## config.mk

```make
export PLATFORM = sky130hd
export DESIGN_NAME = dgh_regs
export DESIGN_NICKNAME = d
export VERILOG_FILES = /design/src/dgh_pkg.sv /design/src/dgh_debounce.sv /design/src/dgh_regs.sv
export SDC_FILE = /design/constraint.sdc
export NUM_CORES = 1
export LEC_CHECK = 0
export BUFFER_PORTS_ARGS = -buffer_cell sky130_fd_sc_hd__buf_2
export CORE_MARGIN = 4
export CORE_UTILIZATION = 57
export CTS_CLUSTER_SIZE = 40
export DETAILED_ROUTE_END_ITERATION = 16
export MAX_ROUTING_LAYER = met4
export PLACE_DENSITY = 0.8
export SKIP_LAST_GASP = 1
export SLEW_MARGIN = 20
export SYNTH_ARGS = -nofsm -noshare
export SYNTH_HDL_FRONTEND = slang
export SYNTH_SLANG_ARGS = --single-unit
```

## constraint.sdc

```tcl
create_clock -name clk_i -period 3.4 [get_ports clk_i]
set_input_delay 0.34 -clock clk_i [delete_from_list [all_inputs] [get_ports clk_i]]
set_output_delay 0.34 -clock clk_i [all_outputs]
set_load 0.05 [all_outputs]
```

## src/dgh_pkg.sv

```systemverilog
package dgh_pkg;

   // ----------------------------------------
   // Register map, page 0
   // ----------------------------------------
   localparam logic [7:0] DGH_PAGE_MAIN   = 8'h00;
   localparam logic [6:0] DGH_ADDR_RGAIN  = 7'h42;
   localparam logic [6:0] DGH_ADDR_HSDET  = 7'h43;
   localparam logic [6:0] DGH_ADDR_CMP1   = 7'h44;
   localparam logic [6:0] DGH_ADDR_CMP2   = 7'h45;

   localparam logic [7:0] DGH_RST_RGAIN   = 8'h00;
   localparam logic [7:0] DGH_RST_HSDET   = 8'h00;
   localparam logic [7:0] DGH_RST_CMP1    = 8'h0f;
   localparam logic [7:0] DGH_RST_CMP2    = 8'h38;

   // ----------------------------------------
   // Field positions
   // ----------------------------------------
   localparam int DGH_HS_EN_BIT      = 7;
   localparam int DGH_HS_STAT_LSB    = 5;
   localparam int DGH_HS_INS_LSB     = 2;
   localparam int DGH_HS_BTN_LSB     = 0;
   localparam int DGH_CMP_LEN_BIT    = 6;
   localparam int DGH_CMP_REN_BIT    = 5;
   localparam int DGH_CMP_THR_LSB    = 2;
   localparam int DGH_CMP_HYS_LSB    = 0;
   localparam int DGH_CMP_HOLD_LSB   = 3;

   // ----------------------------------------
   // Gain, status and timing constants
   // ----------------------------------------
   localparam logic signed [7:0] DGH_GAIN_MAX = 8'sh30;
   localparam logic [1:0] DGH_HS_NONE   = 2'h0;
   localparam logic [1:0] DGH_HS_NOMIC  = 2'h1;
   localparam logic [1:0] DGH_HS_MIC    = 2'h3;
   localparam int DGH_REF_FREQ_HZ       = 1000000;
   localparam int DGH_MS_PER_S          = 1000;
   localparam int DGH_REF_PER_MS        = DGH_REF_FREQ_HZ / DGH_MS_PER_S;
   localparam logic [9:0] DGH_REF_LAST  = 10'(DGH_REF_PER_MS - 1);
   localparam logic [2:0] DGH_INS_LAST  = 3'h5;
   localparam logic [2:0] DGH_DB_LAST   = 3'h7;
   localparam logic [17:0] DGH_HOLD_BASE = 18'h00020;
   localparam logic [17:0] DGH_HOLD_14   = 18'h20000;
   localparam logic [17:0] DGH_HOLD_15   = 18'h28000;

   // ----------------------------------------
   // Carriers
   // ----------------------------------------
   typedef struct packed {
      logic       wr;
      logic       rd;
      logic [7:0] page;
      logic [6:0] addr;
      logic [7:0] wdata;
   } dgh_req_t;

   typedef struct packed {
      logic              left_en;
      logic              right_en;
      logic signed [5:0] thresh_db;
      logic [1:0]        hyst_db;
      logic [17:0]       hold_words;
   } dgh_cmp_t;

endpackage

```

## src/dgh_debounce.sv

```systemverilog
module dgh_debounce (
   // Clock and reset
   input  wire logic clk_i,
   input  wire logic rst_i,
   // Control
   input  wire logic clr_i,
   input  wire logic bypass_i,
   input  wire logic sample_i,
   input  wire logic raw_i,
   // Result
   output logic      stable_o
);
   import dgh_pkg::*;

   logic [2:0] cnt_reg, cnt_next;
   logic       out_reg, out_next;

   // Eight agreeing samples are needed, so the window is 8 sample periods
   always_comb begin
      cnt_next = cnt_reg;
      out_next = out_reg;
      if (clr_i) begin
         cnt_next = 3'h0;
         out_next = 1'b0;
      end else if (bypass_i) begin
         cnt_next = 3'h0;
         out_next = raw_i;
      end else if (sample_i) begin
         if (raw_i == out_reg) begin
            cnt_next = 3'h0;
         end else if (cnt_reg == DGH_DB_LAST) begin
            cnt_next = 3'h0;
            out_next = raw_i;
         end else begin
            cnt_next = cnt_reg + 3'h1;
         end
      end
   end

   always_ff @(posedge clk_i) begin
      if (rst_i) begin
         cnt_reg <= 3'h0;
         out_reg <= 1'b0;
      end else begin
         cnt_reg <= cnt_next;
         out_reg <= out_next;
      end
   end

   assign stable_o = out_reg;

endmodule // dgh_debounce

```

## src/dgh_regs.sv

```systemverilog
// How it works
// - Four byte registers, page 0, 66-69
// - Gain is signed half-dB, resets zero
// - Code zero unity, each step 0.5 dB
// - Detection runs only while enable set
// - Status 00 none, 01 plain, 11 mic
// - Insertion debounce 16 to 512 ms
// - Button debounce none, 8, 16, 32 ms
// - All debounce timing from 1 MHz reference
// - Per-channel compression enables, reset off
// - Threshold -3 dB steps, resets 011
// - Hysteresis equals field dB, resets 11
// - Hold off at 0, else word clocks
module dgh_regs (
   // Clock and reset
   input  wire logic                clk_i,
   input  wire logic                rst_i,
   // Control port
   input  wire dgh_pkg::dgh_req_t   req_i,
   output logic [7:0]               rdata_o,
   output logic                     rack_o,
   // Timing enables
   input  wire logic                ref_tick_i,
   input  wire logic                wclk_tick_i,
   // Headset pins
   input  wire logic                hs_plug_i,
   input  wire logic                hs_mic_i,
   input  wire logic                hs_btn_i,
   // Audio path settings and status
   output logic signed [7:0]        r_gain_o,
   output dgh_pkg::dgh_cmp_t        cmp_o,
   output logic                     hold_restart_ack_o,
   input  wire logic                hold_restart_i,
   output logic                     hold_active_o,
   output logic                     hs_button_o
);
   import dgh_pkg::*;

   // ----------------------------------------
   // Helpers
   // ----------------------------------------
   function automatic logic hit(input logic [5:0] ms, input logic [2:0] k);
      logic [5:0] mask;
      mask = 6'((7'h01 << k) - 7'h01);
      return (ms & mask) == 6'h00;
   endfunction

   function automatic logic [17:0] hold_len(input logic [3:0] c);
      logic [17:0] v;
      v = DGH_HOLD_BASE << (c - 4'h1);
      if (c == 4'h0) v = 18'h0;
      else if (c == 4'he) v = DGH_HOLD_14;
      else if (c == 4'hf) v = DGH_HOLD_15;
      return v;
   endfunction

   // ----------------------------------------
   // Registers
   // ----------------------------------------
   logic [7:0]  gain_reg, gain_next;
   logic [7:0]  hs_reg, hs_next;
   logic [7:0]  c1_reg, c1_next;
   logic [3:0]  hold_reg, hold_next;
   logic [7:0]  rdata_reg, rdata_next;
   logic        rack_reg, rack_next;
   logic [1:0]  stat_reg, stat_next;
   logic        hit0;
   logic [7:0]  rd_mux;

   assign hit0 = req_i.page == DGH_PAGE_MAIN;

   always_comb begin
      rd_mux = 8'h00;
      if (req_i.addr == DGH_ADDR_RGAIN) begin
         rd_mux = gain_reg;
      end else if (req_i.addr == DGH_ADDR_HSDET) begin
         rd_mux = {hs_reg[7], stat_reg, hs_reg[4:0]};
      end else if (req_i.addr == DGH_ADDR_CMP1) begin
         rd_mux = c1_reg;
      end else if (req_i.addr == DGH_ADDR_CMP2) begin
         rd_mux = {1'b0, hold_reg, 3'h0};
      end
   end

   always_comb begin
      gain_next  = gain_reg;
      hs_next    = hs_reg;
      c1_next    = c1_reg;
      hold_next  = hold_reg;
      rack_next  = req_i.rd;
      rdata_next = req_i.rd ? (hit0 ? rd_mux : 8'h00) : rdata_reg;
      if (req_i.wr && hit0) begin
         if (req_i.addr == DGH_ADDR_RGAIN) begin
            gain_next = req_i.wdata;
         end else if (req_i.addr == DGH_ADDR_HSDET) begin
            hs_next = {req_i.wdata[7], 2'b00, req_i.wdata[4:0]};
         end else if (req_i.addr == DGH_ADDR_CMP1) begin
            c1_next = req_i.wdata;
         end else if (req_i.addr == DGH_ADDR_CMP2) begin
            hold_next = req_i.wdata[6:3];
         end
      end
   end

   always_ff @(posedge clk_i) begin
      if (rst_i) begin
         gain_reg  <= DGH_RST_RGAIN;
         hs_reg    <= DGH_RST_HSDET;
         c1_reg    <= DGH_RST_CMP1;
         hold_reg  <= DGH_RST_CMP2[6:3];
         rdata_reg <= 8'h00;
         rack_reg  <= 1'b0;
      end else begin
         gain_reg  <= gain_next;
         hs_reg    <= hs_next;
         c1_reg    <= c1_next;
         hold_reg  <= hold_next;
         rdata_reg <= rdata_next;
         rack_reg  <= rack_next;
      end
   end

   assign rdata_o = rdata_reg;
   assign rack_o  = rack_reg;

   // ----------------------------------------
   // Decoded settings
   // ----------------------------------------
   logic signed [7:0] rg_reg, rg_next;
   dgh_cmp_t          cmp_reg, cmp_next;
   logic [5:0]        thr_step;

   always_comb begin
      // Reserved positive codes clamp rather than overdrive the path
      rg_next = ($signed(gain_reg) > DGH_GAIN_MAX) ? DGH_GAIN_MAX
                                                   : $signed(gain_reg);
      thr_step = {3'h0, c1_reg[4:2]} + 6'h01;
      cmp_next.left_en    = c1_reg[DGH_CMP_LEN_BIT];
      cmp_next.right_en   = c1_reg[DGH_CMP_REN_BIT];
      cmp_next.thresh_db  = $signed(6'h00 - (thr_step + thr_step + thr_step));
      cmp_next.hyst_db    = c1_reg[1:0];
      cmp_next.hold_words = hold_len(hold_reg);
   end

   always_ff @(posedge clk_i) begin
      if (rst_i) begin
         rg_reg  <= 8'sh00;
         cmp_reg <= '0;
      end else begin
         rg_reg  <= rg_next;
         cmp_reg <= cmp_next;
      end
   end

   assign r_gain_o = rg_reg;
   assign cmp_o    = cmp_reg;

   // ----------------------------------------
   // Hold timer in word clocks
   // ----------------------------------------
   logic [17:0] hcnt_reg, hcnt_next;
   logic        hact_reg, hact_next;
   logic        hack_reg, hack_next;

   always_comb begin
      hcnt_next = hcnt_reg;
      if (hold_restart_i) begin
         hcnt_next = cmp_reg.hold_words;
      end else if (wclk_tick_i && hcnt_reg != 18'h0) begin
         hcnt_next = hcnt_reg - 18'h1;
      end
      hact_next = hcnt_next != 18'h0;
      hack_next = hold_restart_i;
   end

   always_ff @(posedge clk_i) begin
      if (rst_i) begin
         hcnt_reg <= 18'h0;
         hact_reg <= 1'b0;
         hack_reg <= 1'b0;
      end else begin
         hcnt_reg <= hcnt_next;
         hact_reg <= hact_next;
         hack_reg <= hack_next;
      end
   end

   assign hold_active_o      = hact_reg;
   assign hold_restart_ack_o = hack_reg;

   // ----------------------------------------
   // Headset detection
   // ----------------------------------------
   logic [2:0] sy1_reg, sy2_reg;
   logic [9:0] ref_reg, ref_next;
   logic [5:0] ms_reg, ms_next;
   logic       mst_reg, mst_next;
   logic       det_en, ins_smp, btn_smp, btn_byp;
   logic [2:0] ins_k, btn_k;
   logic       plug_db, mic_db, btn_db;
   logic       btn_reg, btn_next;

   always_ff @(posedge clk_i) begin
      if (rst_i) begin
         sy1_reg <= 3'h0;
         sy2_reg <= 3'h0;
      end else begin
         sy1_reg <= {hs_btn_i, hs_mic_i, hs_plug_i};
         sy2_reg <= sy1_reg;
      end
   end

   always_comb begin
      det_en   = hs_reg[DGH_HS_EN_BIT];
      ref_next = ref_reg;
      ms_next  = ms_reg;
      mst_next = 1'b0;
      if (!det_en) begin
         ref_next = 10'h0;
         ms_next  = 6'h0;
      end else if (ref_tick_i) begin
         if (ref_reg == DGH_REF_LAST) begin
            ref_next = 10'h0;
            mst_next = 1'b1;
            ms_next  = ms_reg + 6'h01;
         end else begin
            ref_next = ref_reg + 10'h1;
         end
      end
      // Reserved insertion codes behave as the slowest setting
      ins_k   = ((hs_reg[4:2] > DGH_INS_LAST) ? DGH_INS_LAST : hs_reg[4:2]) + 3'h1;
      btn_k   = {1'b0, hs_reg[1:0]} - 3'h1;
      btn_byp = hs_reg[1:0] == 2'h0;
      ins_smp = mst_reg && hit(ms_reg, ins_k);
      btn_smp = mst_reg && hit(ms_reg, btn_k);
      stat_next = !plug_db ? DGH_HS_NONE : (mic_db ? DGH_HS_MIC : DGH_HS_NOMIC);
      btn_next  = plug_db && btn_db;
   end

   always_ff @(posedge clk_i) begin
      if (rst_i) begin
         ref_reg  <= 10'h0;
         ms_reg   <= 6'h0;
         mst_reg  <= 1'b0;
         stat_reg <= DGH_HS_NONE;
         btn_reg  <= 1'b0;
      end else begin
         ref_reg  <= ref_next;
         ms_reg   <= ms_next;
         mst_reg  <= mst_next;
         stat_reg <= stat_next;
         btn_reg  <= btn_next;
      end
   end

   assign hs_button_o = btn_reg;

   dgh_debounce u_plug (
      .clk_i    (clk_i),
      .rst_i    (rst_i),
      .clr_i    (!det_en),
      .bypass_i (1'b0),
      .sample_i (ins_smp),
      .raw_i    (sy2_reg[0]),
      .stable_o (plug_db)
   );

   dgh_debounce u_mic (
      .clk_i    (clk_i),
      .rst_i    (rst_i),
      .clr_i    (!det_en),
      .bypass_i (1'b0),
      .sample_i (ins_smp),
      .raw_i    (sy2_reg[1]),
      .stable_o (mic_db)
   );

   dgh_debounce u_btn (
      .clk_i    (clk_i),
      .rst_i    (rst_i),
      .clr_i    (!det_en),
      .bypass_i (btn_byp),
      .sample_i (btn_smp),
      .raw_i    (sy2_reg[2]),
      .stable_o (btn_db)
   );
endmodule // dgh_regs

```

==> results_dict.tcl, run 1 <==
set metrics [dict create \
    busiest_layer "met2" \
    routedWlPerCell_um 15.1 \
    pre_cts_ws_ns 0.657 \
    cts_buffers 17 \
    startpoint_type "register" \
    area_growth_pct 18.5 \
    crit_family "compound AO/OA/AOI/OAI gates" \
    cts.repair.resized 0 \
    slew_viol_final 0 \
    rsz0062_at_grt "no" \
    clock_skew_ns 0.00569 \
    grt_usage_pct 24.0 \
    synth_flop_cell "dfxtp_1" \
    met2_usage_pct 38.6 \
    core_um2 9730 \
    path_cells "inv_1 -> ha_1 -> nor3b_1 -> nand4b_1 -> a2111oi_0 -> nand3_1 -> a2111oi_1 -> a41oi_2" \
    root_buffer "clkbuf_8" \
    dr.pass1.iters 5 \
    cts_hold_buf 0 \
    ys_types 66 \
    use_met3_pct 7.20 \
    nets 762 \
    grt_use_met1_pct 28.8 \
    p_leak_nw 2.78 \
    place_congestion 0.887 \
    p_sw_uw 832 \
    htreeDepth 4 \
    antenna_found_initial 0 \
    synth_compound_area_share_pct 12.5 \
    place.port_buffers 75 \
    grt-ovfl-total 0 \
    grt_first_pass_wirelength_mm 21.5 \
    maxSlewHeadroom_pct 59.6 \
    cellPowerDensity_nw_per_um2 533 \
    synth_top_cells_by_count "dfxtp_1, nor2_1, nand2_1" \
    syn_area_um2 5690 \
    slowest_stage "a2111oi_0" \
    grt_pass1_vias 4597 \
    yosys_warnings 0 \
    post-route-min-period_ns 2.76 \
    boundaryPins 81 \
    clk_pin_slew_worst_paths_ns 0.06 \
    pwr-share-clk_pct 50.9 \
    path_max_fanout 7 \
    cts_num_sinks 124 \
    finalWorstSetupSlack_ns 0.642 \
    drt_iter0_drc 234 \
    tns_ns 0 \
    synth_edf_count 0 \
    vias 4728 \
    path_class "reg -> reg" \
    synth.most_common_cell "dfxtp_1" \
    post-dp-hpwl_mm 8.95 \
    post_cts_buffers 0 \
    synth-seq-area-share_pct 43.6 \
    vias_per_cell 5.54 \
    synth_fa_ha_area_share_pct 4.62 \
    rows 36 \
    peakVddDrop_uv 421 \
    max_stage_delay_ns 0.51 \
    synth_top_family_by_area "simple AND/OR/NAND/NOR gates" \
    fmax_mhz 363 \
    hold_violations 0 \
    arrival_ns 3.14 \
    synth_seq_cells 124 \
    chipHeight_um 108 \
    synthArstFlopShare_pct 0 \
    intPower_mw 2.76 \
    cp.buffers_inverters 1 \
    muxShareOfSynthArea_pct 4.24 \
    synthCells 641 \
    end_kind "register" \
    synth-simple-area-share_pct 25.5 \
    drc 0 \
    grt_max_degree 35 \
    start_util_pct 58.5 \
    synth_xor_area_share_pct 4.77 \
    drt_wl_total_mm 12.9 \
    synth_top_area_share_pct 43.6 \
    switching_share_pct 23.1 \
    tightest_slew_ns 0.605 \
    yosysTopAreaCell "dfxtp_1" \
    dieArea_um2 11600 \
    largest_reg_flops 23 \
    rrSetupSlack_ns 0.64 \
    cts_tree "yes" \
    drive_gt1_share_pct 17.8 \
    avgSynthCellArea_um2 8.88 \
    cap_violations 0 \
    post-route-period-util_pct 81.1 \
    hold_class "in -> reg" \
    cp.required_ns 3.79 \
    setup_viol 0 \
    synthTopCellsByArea "dfxtp_1, nor2_1, ha_1, mux2i_1, nor2b_1" \
    chipWidth_um 108 \
    clk_latency_ns 0.53 \
    clock_path_buffers 2 \
    num_antenna_cells 0 \
    status "finished, final reports clean" \
    pwr-share-comb_pct 7.4 \
    seqPwrFrac_pct 41.7 \
    antenna_left 0 \
]
-- cell type report --
| type | instances | area [um2] |
|---|---|---|
| Inverter | 26 | 97.6 |
| Clock inverter | 10 | 138 |
| Multi-Input combinational cell | 457 | 2960 |
| Fill cell | 767 | 2980 |
| Timing Repair Buffer | 82 | 428 |
| Clock buffer | 22 | 473 |
| Tap cell | 133 | 166 |
| Sequential cell | 124 | 2480 |
-- cell usage in the layout, fill, tap and decap left out, types with 4 or more instances in the layout --
master	instances
nand2b_1	13
o21ai_0	12
nand4_1	4
a21oi_1	31
ha_1	21
conb_1	5
nand3_1	12
and2_1	12
mux2i_1	23
nand2_1	40
nor3b_1	5
a211oi_1	7
clkbuf_8	5
nor3_1	17
or4_1	4
a211o_1	7
dfxtp_1	124
or3_1	11
nor4_1	5
xor2_1	19
a22oi_1	7
buf_2	75
buf_4	7
o31a_1	4
or2_2	5
and4_1	4
inv_1	26
xnor2_1	12
clkbuf_16	16
nor2_1	91
nor2b_1	30
-- per-layer routing --
metal	part of all wire [%]	wire [um]
met1	43	5590
met2	49	6310
met3	5.3	685
met4	2.3	294
met5	0	0
-- power by group through the flow --
stage / clock (mW) / combinational [mW] / sequential (mW)
finish: 1.83 / 0.266 / 1.50
global route: 1.94 / 0.291 / 1.50
CTS: 1.86 / 0.265 / 1.50
detailed placement: 0 / 0.263 / 1.53
global placement: 0 / 0.259 / 1.53
floorplan: 0 / 0.182 / 1.55
-- through the flow --
stage	utilization, %	hold WS (ns)	instance area, um2	power [mW]	instances
finish	69.3	0.0222	6750	3.60	854
global route	69.3	0.00927	6750	3.73	854
CTS	69.3	0.00966	6750	3.62	854
detailed placement	63.1	0.432	6130	1.79	822
global placement	63.1	0.430	6130	1.79	822
floorplan	-	0.414	5710	1.73	645
-- cell families after synthesis --
logic type / Yosys count
buffers and inverters: 64
adders and majority gates: 21
and+or+nand+nor: 275
other: 1
xor gates and xnor gates: 31
AOI/OAI and AO/OA: 101
DFF: 124
muxes: 24
-- worst paths after layout --
path                                  start       endpoint  cells after the start
worst max register to register  hcnt_reg[0]  hold_active_o                      8
worst min register to register   sy1_reg[2]     sy2_reg[2]                      1
worst min-delay path               hs_btn_i     sy1_reg[2]                      2
worst max-delay path            hcnt_reg[0]  hold_active_o                      8
(Power assumes the default switching activity.)
==> inputs of run 2 (changes only) <==
--- a/config.mk
+++ b/config.mk
@@ -7,11 +7,11 @@
 export LEC_CHECK = 0
 export BUFFER_PORTS_ARGS = -buffer_cell sky130_fd_sc_hd__buf_2
 export CORE_MARGIN = 4
-export CORE_UTILIZATION = 57
+export CORE_UTILIZATION = 52
 export CTS_CLUSTER_SIZE = 40
 export DETAILED_ROUTE_END_ITERATION = 16
 export MAX_ROUTING_LAYER = met4
-export PLACE_DENSITY = 0.8
+export PLACE_DENSITY = 0.77
 export SKIP_LAST_GASP = 1
 export SLEW_MARGIN = 20
 export SYNTH_ARGS = -nofsm -noshare
==> constraint.sdc (replaced) <==
create_clock -name clk_i -period 2.2 [get_ports clk_i]
set_input_delay 0.22 -clock clk_i [delete_from_list [all_inputs] [get_ports clk_i]]
set_output_delay 0.22 -clock clk_i [all_outputs]
set_load 0.05 [all_outputs]
==> results_dict.tcl, run 2 (same netlist as run 1, synthesis figures left out) <==
set metrics [dict create \
    status "finished with violations" \
    violations "setup timing" \
    cap_violations 0 \
    fillers 805 \
    clock_path_buffers 2 \
    end_kind "register" \
    cts_num_sinks 124 \
    cts_tree "yes" \
    chipHeight_um 113 \
    reg2reg_from "hcnt_reg[10]" \
    fmax_mhz 454 \
    clk_pin_slew_worst_paths_ns 0.06 \
    holdWs_ns 0.0455 \
    crit_top_cell "or4_4" \
    hold_violations 0 \
    clock_skew_ns 0.0108 \
    place.port_buffers 75 \
    final_common_cell "dfxtp_1" \
    area_growth_pct 30.2 \
    p_total_mw 5.54 \
    dieArea_um2 12700 \
    tns_ns -0.00426 \
    slew_viol_final 0 \
    num_antenna_cells 0 \
    drc 0 \
    post-route-period-util_pct 100 \
    hold_class "in -> reg" \
    setup_viol 1 \
    slowest_stage "or4_4" \
    grt-ovfl-total 0 \
    peakVddDrop_uv 547 \
    rrSetupSlack_ns -0.004 \
    antenna_found_initial 0 \
    clk_latency_ns 0.54 \
    fin_util_pct 70.5 \
    grt_usage_pct 23.7 \
    cts_buffers 17 \
    htreeDepth 4 \
    arrival_ns 2.66 \
    startpoint "hcnt_reg[10]" \
    max_stage_delay_ns 0.55 \
    path_max_fanout 4 \
    finalWorstSetupSlack_ns -0.00426 \
    post-dp-hpwl_mm 9.90 \
    largest_reg_flops 23 \
    dp_cells 867 \
    vias_per_cell 5.52 \
    dpl_cell_area_um2 6490 \
    startpoint_type "register" \
    routedWlPerCell_um 15.8 \
    pre_cts_ws_ns -0.0674 \
    grt_first_pass_wirelength_mm 23.7 \
    drt_wl_total_mm 14.4 \
    core_um2 10500 \
    drive_gt1_share_pct 26.5 \
    design_area_um2 7410 \
    root_buffer "clkbuf_8" \
    p_leak_nw 3.07 \
    place_congestion 0.860 \
    maxSlewHeadroom_pct 63.4 \
    rsz0062_at_grt "yes" \
    nets 822 \
    drt_iter0_drc 416 \
    cp.required_ns 2.66 \
    dr.pass1.iters 5 \
    post-route-min-period_ns 2.20 \
    rows 37 \
    boundaryPins 81 \
    grt_pass1_vias 5059 \
    cp.buffers_inverters 0 \
    path_class "reg -> reg" \
    cellPowerDensity_nw_per_um2 748 \
    grt_max_degree 32 \
    antenna_left 0 \
    vias 5049 \
    start_util_pct 54.1 \
    min-delay-start "req_i[23]" \
    tightest_slew_ns 0.549 \
    crit_family "simple AND/OR/NAND/NOR gates" \
    chipWidth_um 113 \
    instances_no_fill 914 \
    path_cells "or4_4 -> or3_4 -> or4_4 -> a31oi_4 -> a2111oi_4 -> a41oi_2" \
    layout_common_cells "dfxtp_1, nor2_1, buf_2, buf_4, nand2_1" \
]
[run 2: cell count changes in the layout (fill, tap and decap cells not counted), sizes merged]
cell,previous run,this run
a221o,1,2
buf,82,129
bufinv,3,2
clkinv,5,3
dlygate4sd3,0,12
[run 2: path summary, 6_finish.rpt]
kind                    to  depth (start not counted)
max reg2reg  hold_active_o                          6
min reg2reg     sy2_reg[2]                          1
max          hold_active_o                          6
min                 rack_o                          2
[run 2: layer usage]
metal / part of all wire [%] / wire [um] / GRT usage [%] / up-vias
li1: - / - / - / 2472
met2: 50 / 7250 / 40.5 / 147
met1: 43 / 6240 / 26.6 / 2405
met3: 4.6 / 665 / 5.71 / 25
met5: 0 / 0 / - / -
met4: 2.0 / 284 / 9.21 / 0
[run 2: area by class of cell]
cell class / count / area [um2] / area share, %
clock buffer: 22 / 473 / 6.39
multi-input combinational: 458 / 3170 / 42.8
inverter: 26 / 97.6 / 1.32
timing repair buffer: 141 / 913 / 12.3
sequential: 124 / 2500 / 33.7
tap: 136 / 170 / 2.30
clock inverter: 7 / 90.1 / 1.22
[run 2: power by group]
part           switching [mW]  internal, mW  total, mW
Clock                   0.962          1.70       2.67
Combinational           0.318         0.246      0.564
Sequential             0.0282          2.28       2.31
[run 2: what timing repair did]
| item | CTS | global route |
|---|---|---|
| hold endpoints to repair | 20 | 0 |
| hold buffers | 12 | 0 |
| setup buffers | 4 | 1 |
| gates cloned | 1 | 0 |
| pin swaps | 7 | 7 |
| setup endpoints to repair | 11 | 15 |
| gates resized for setup | 6 | 33 |
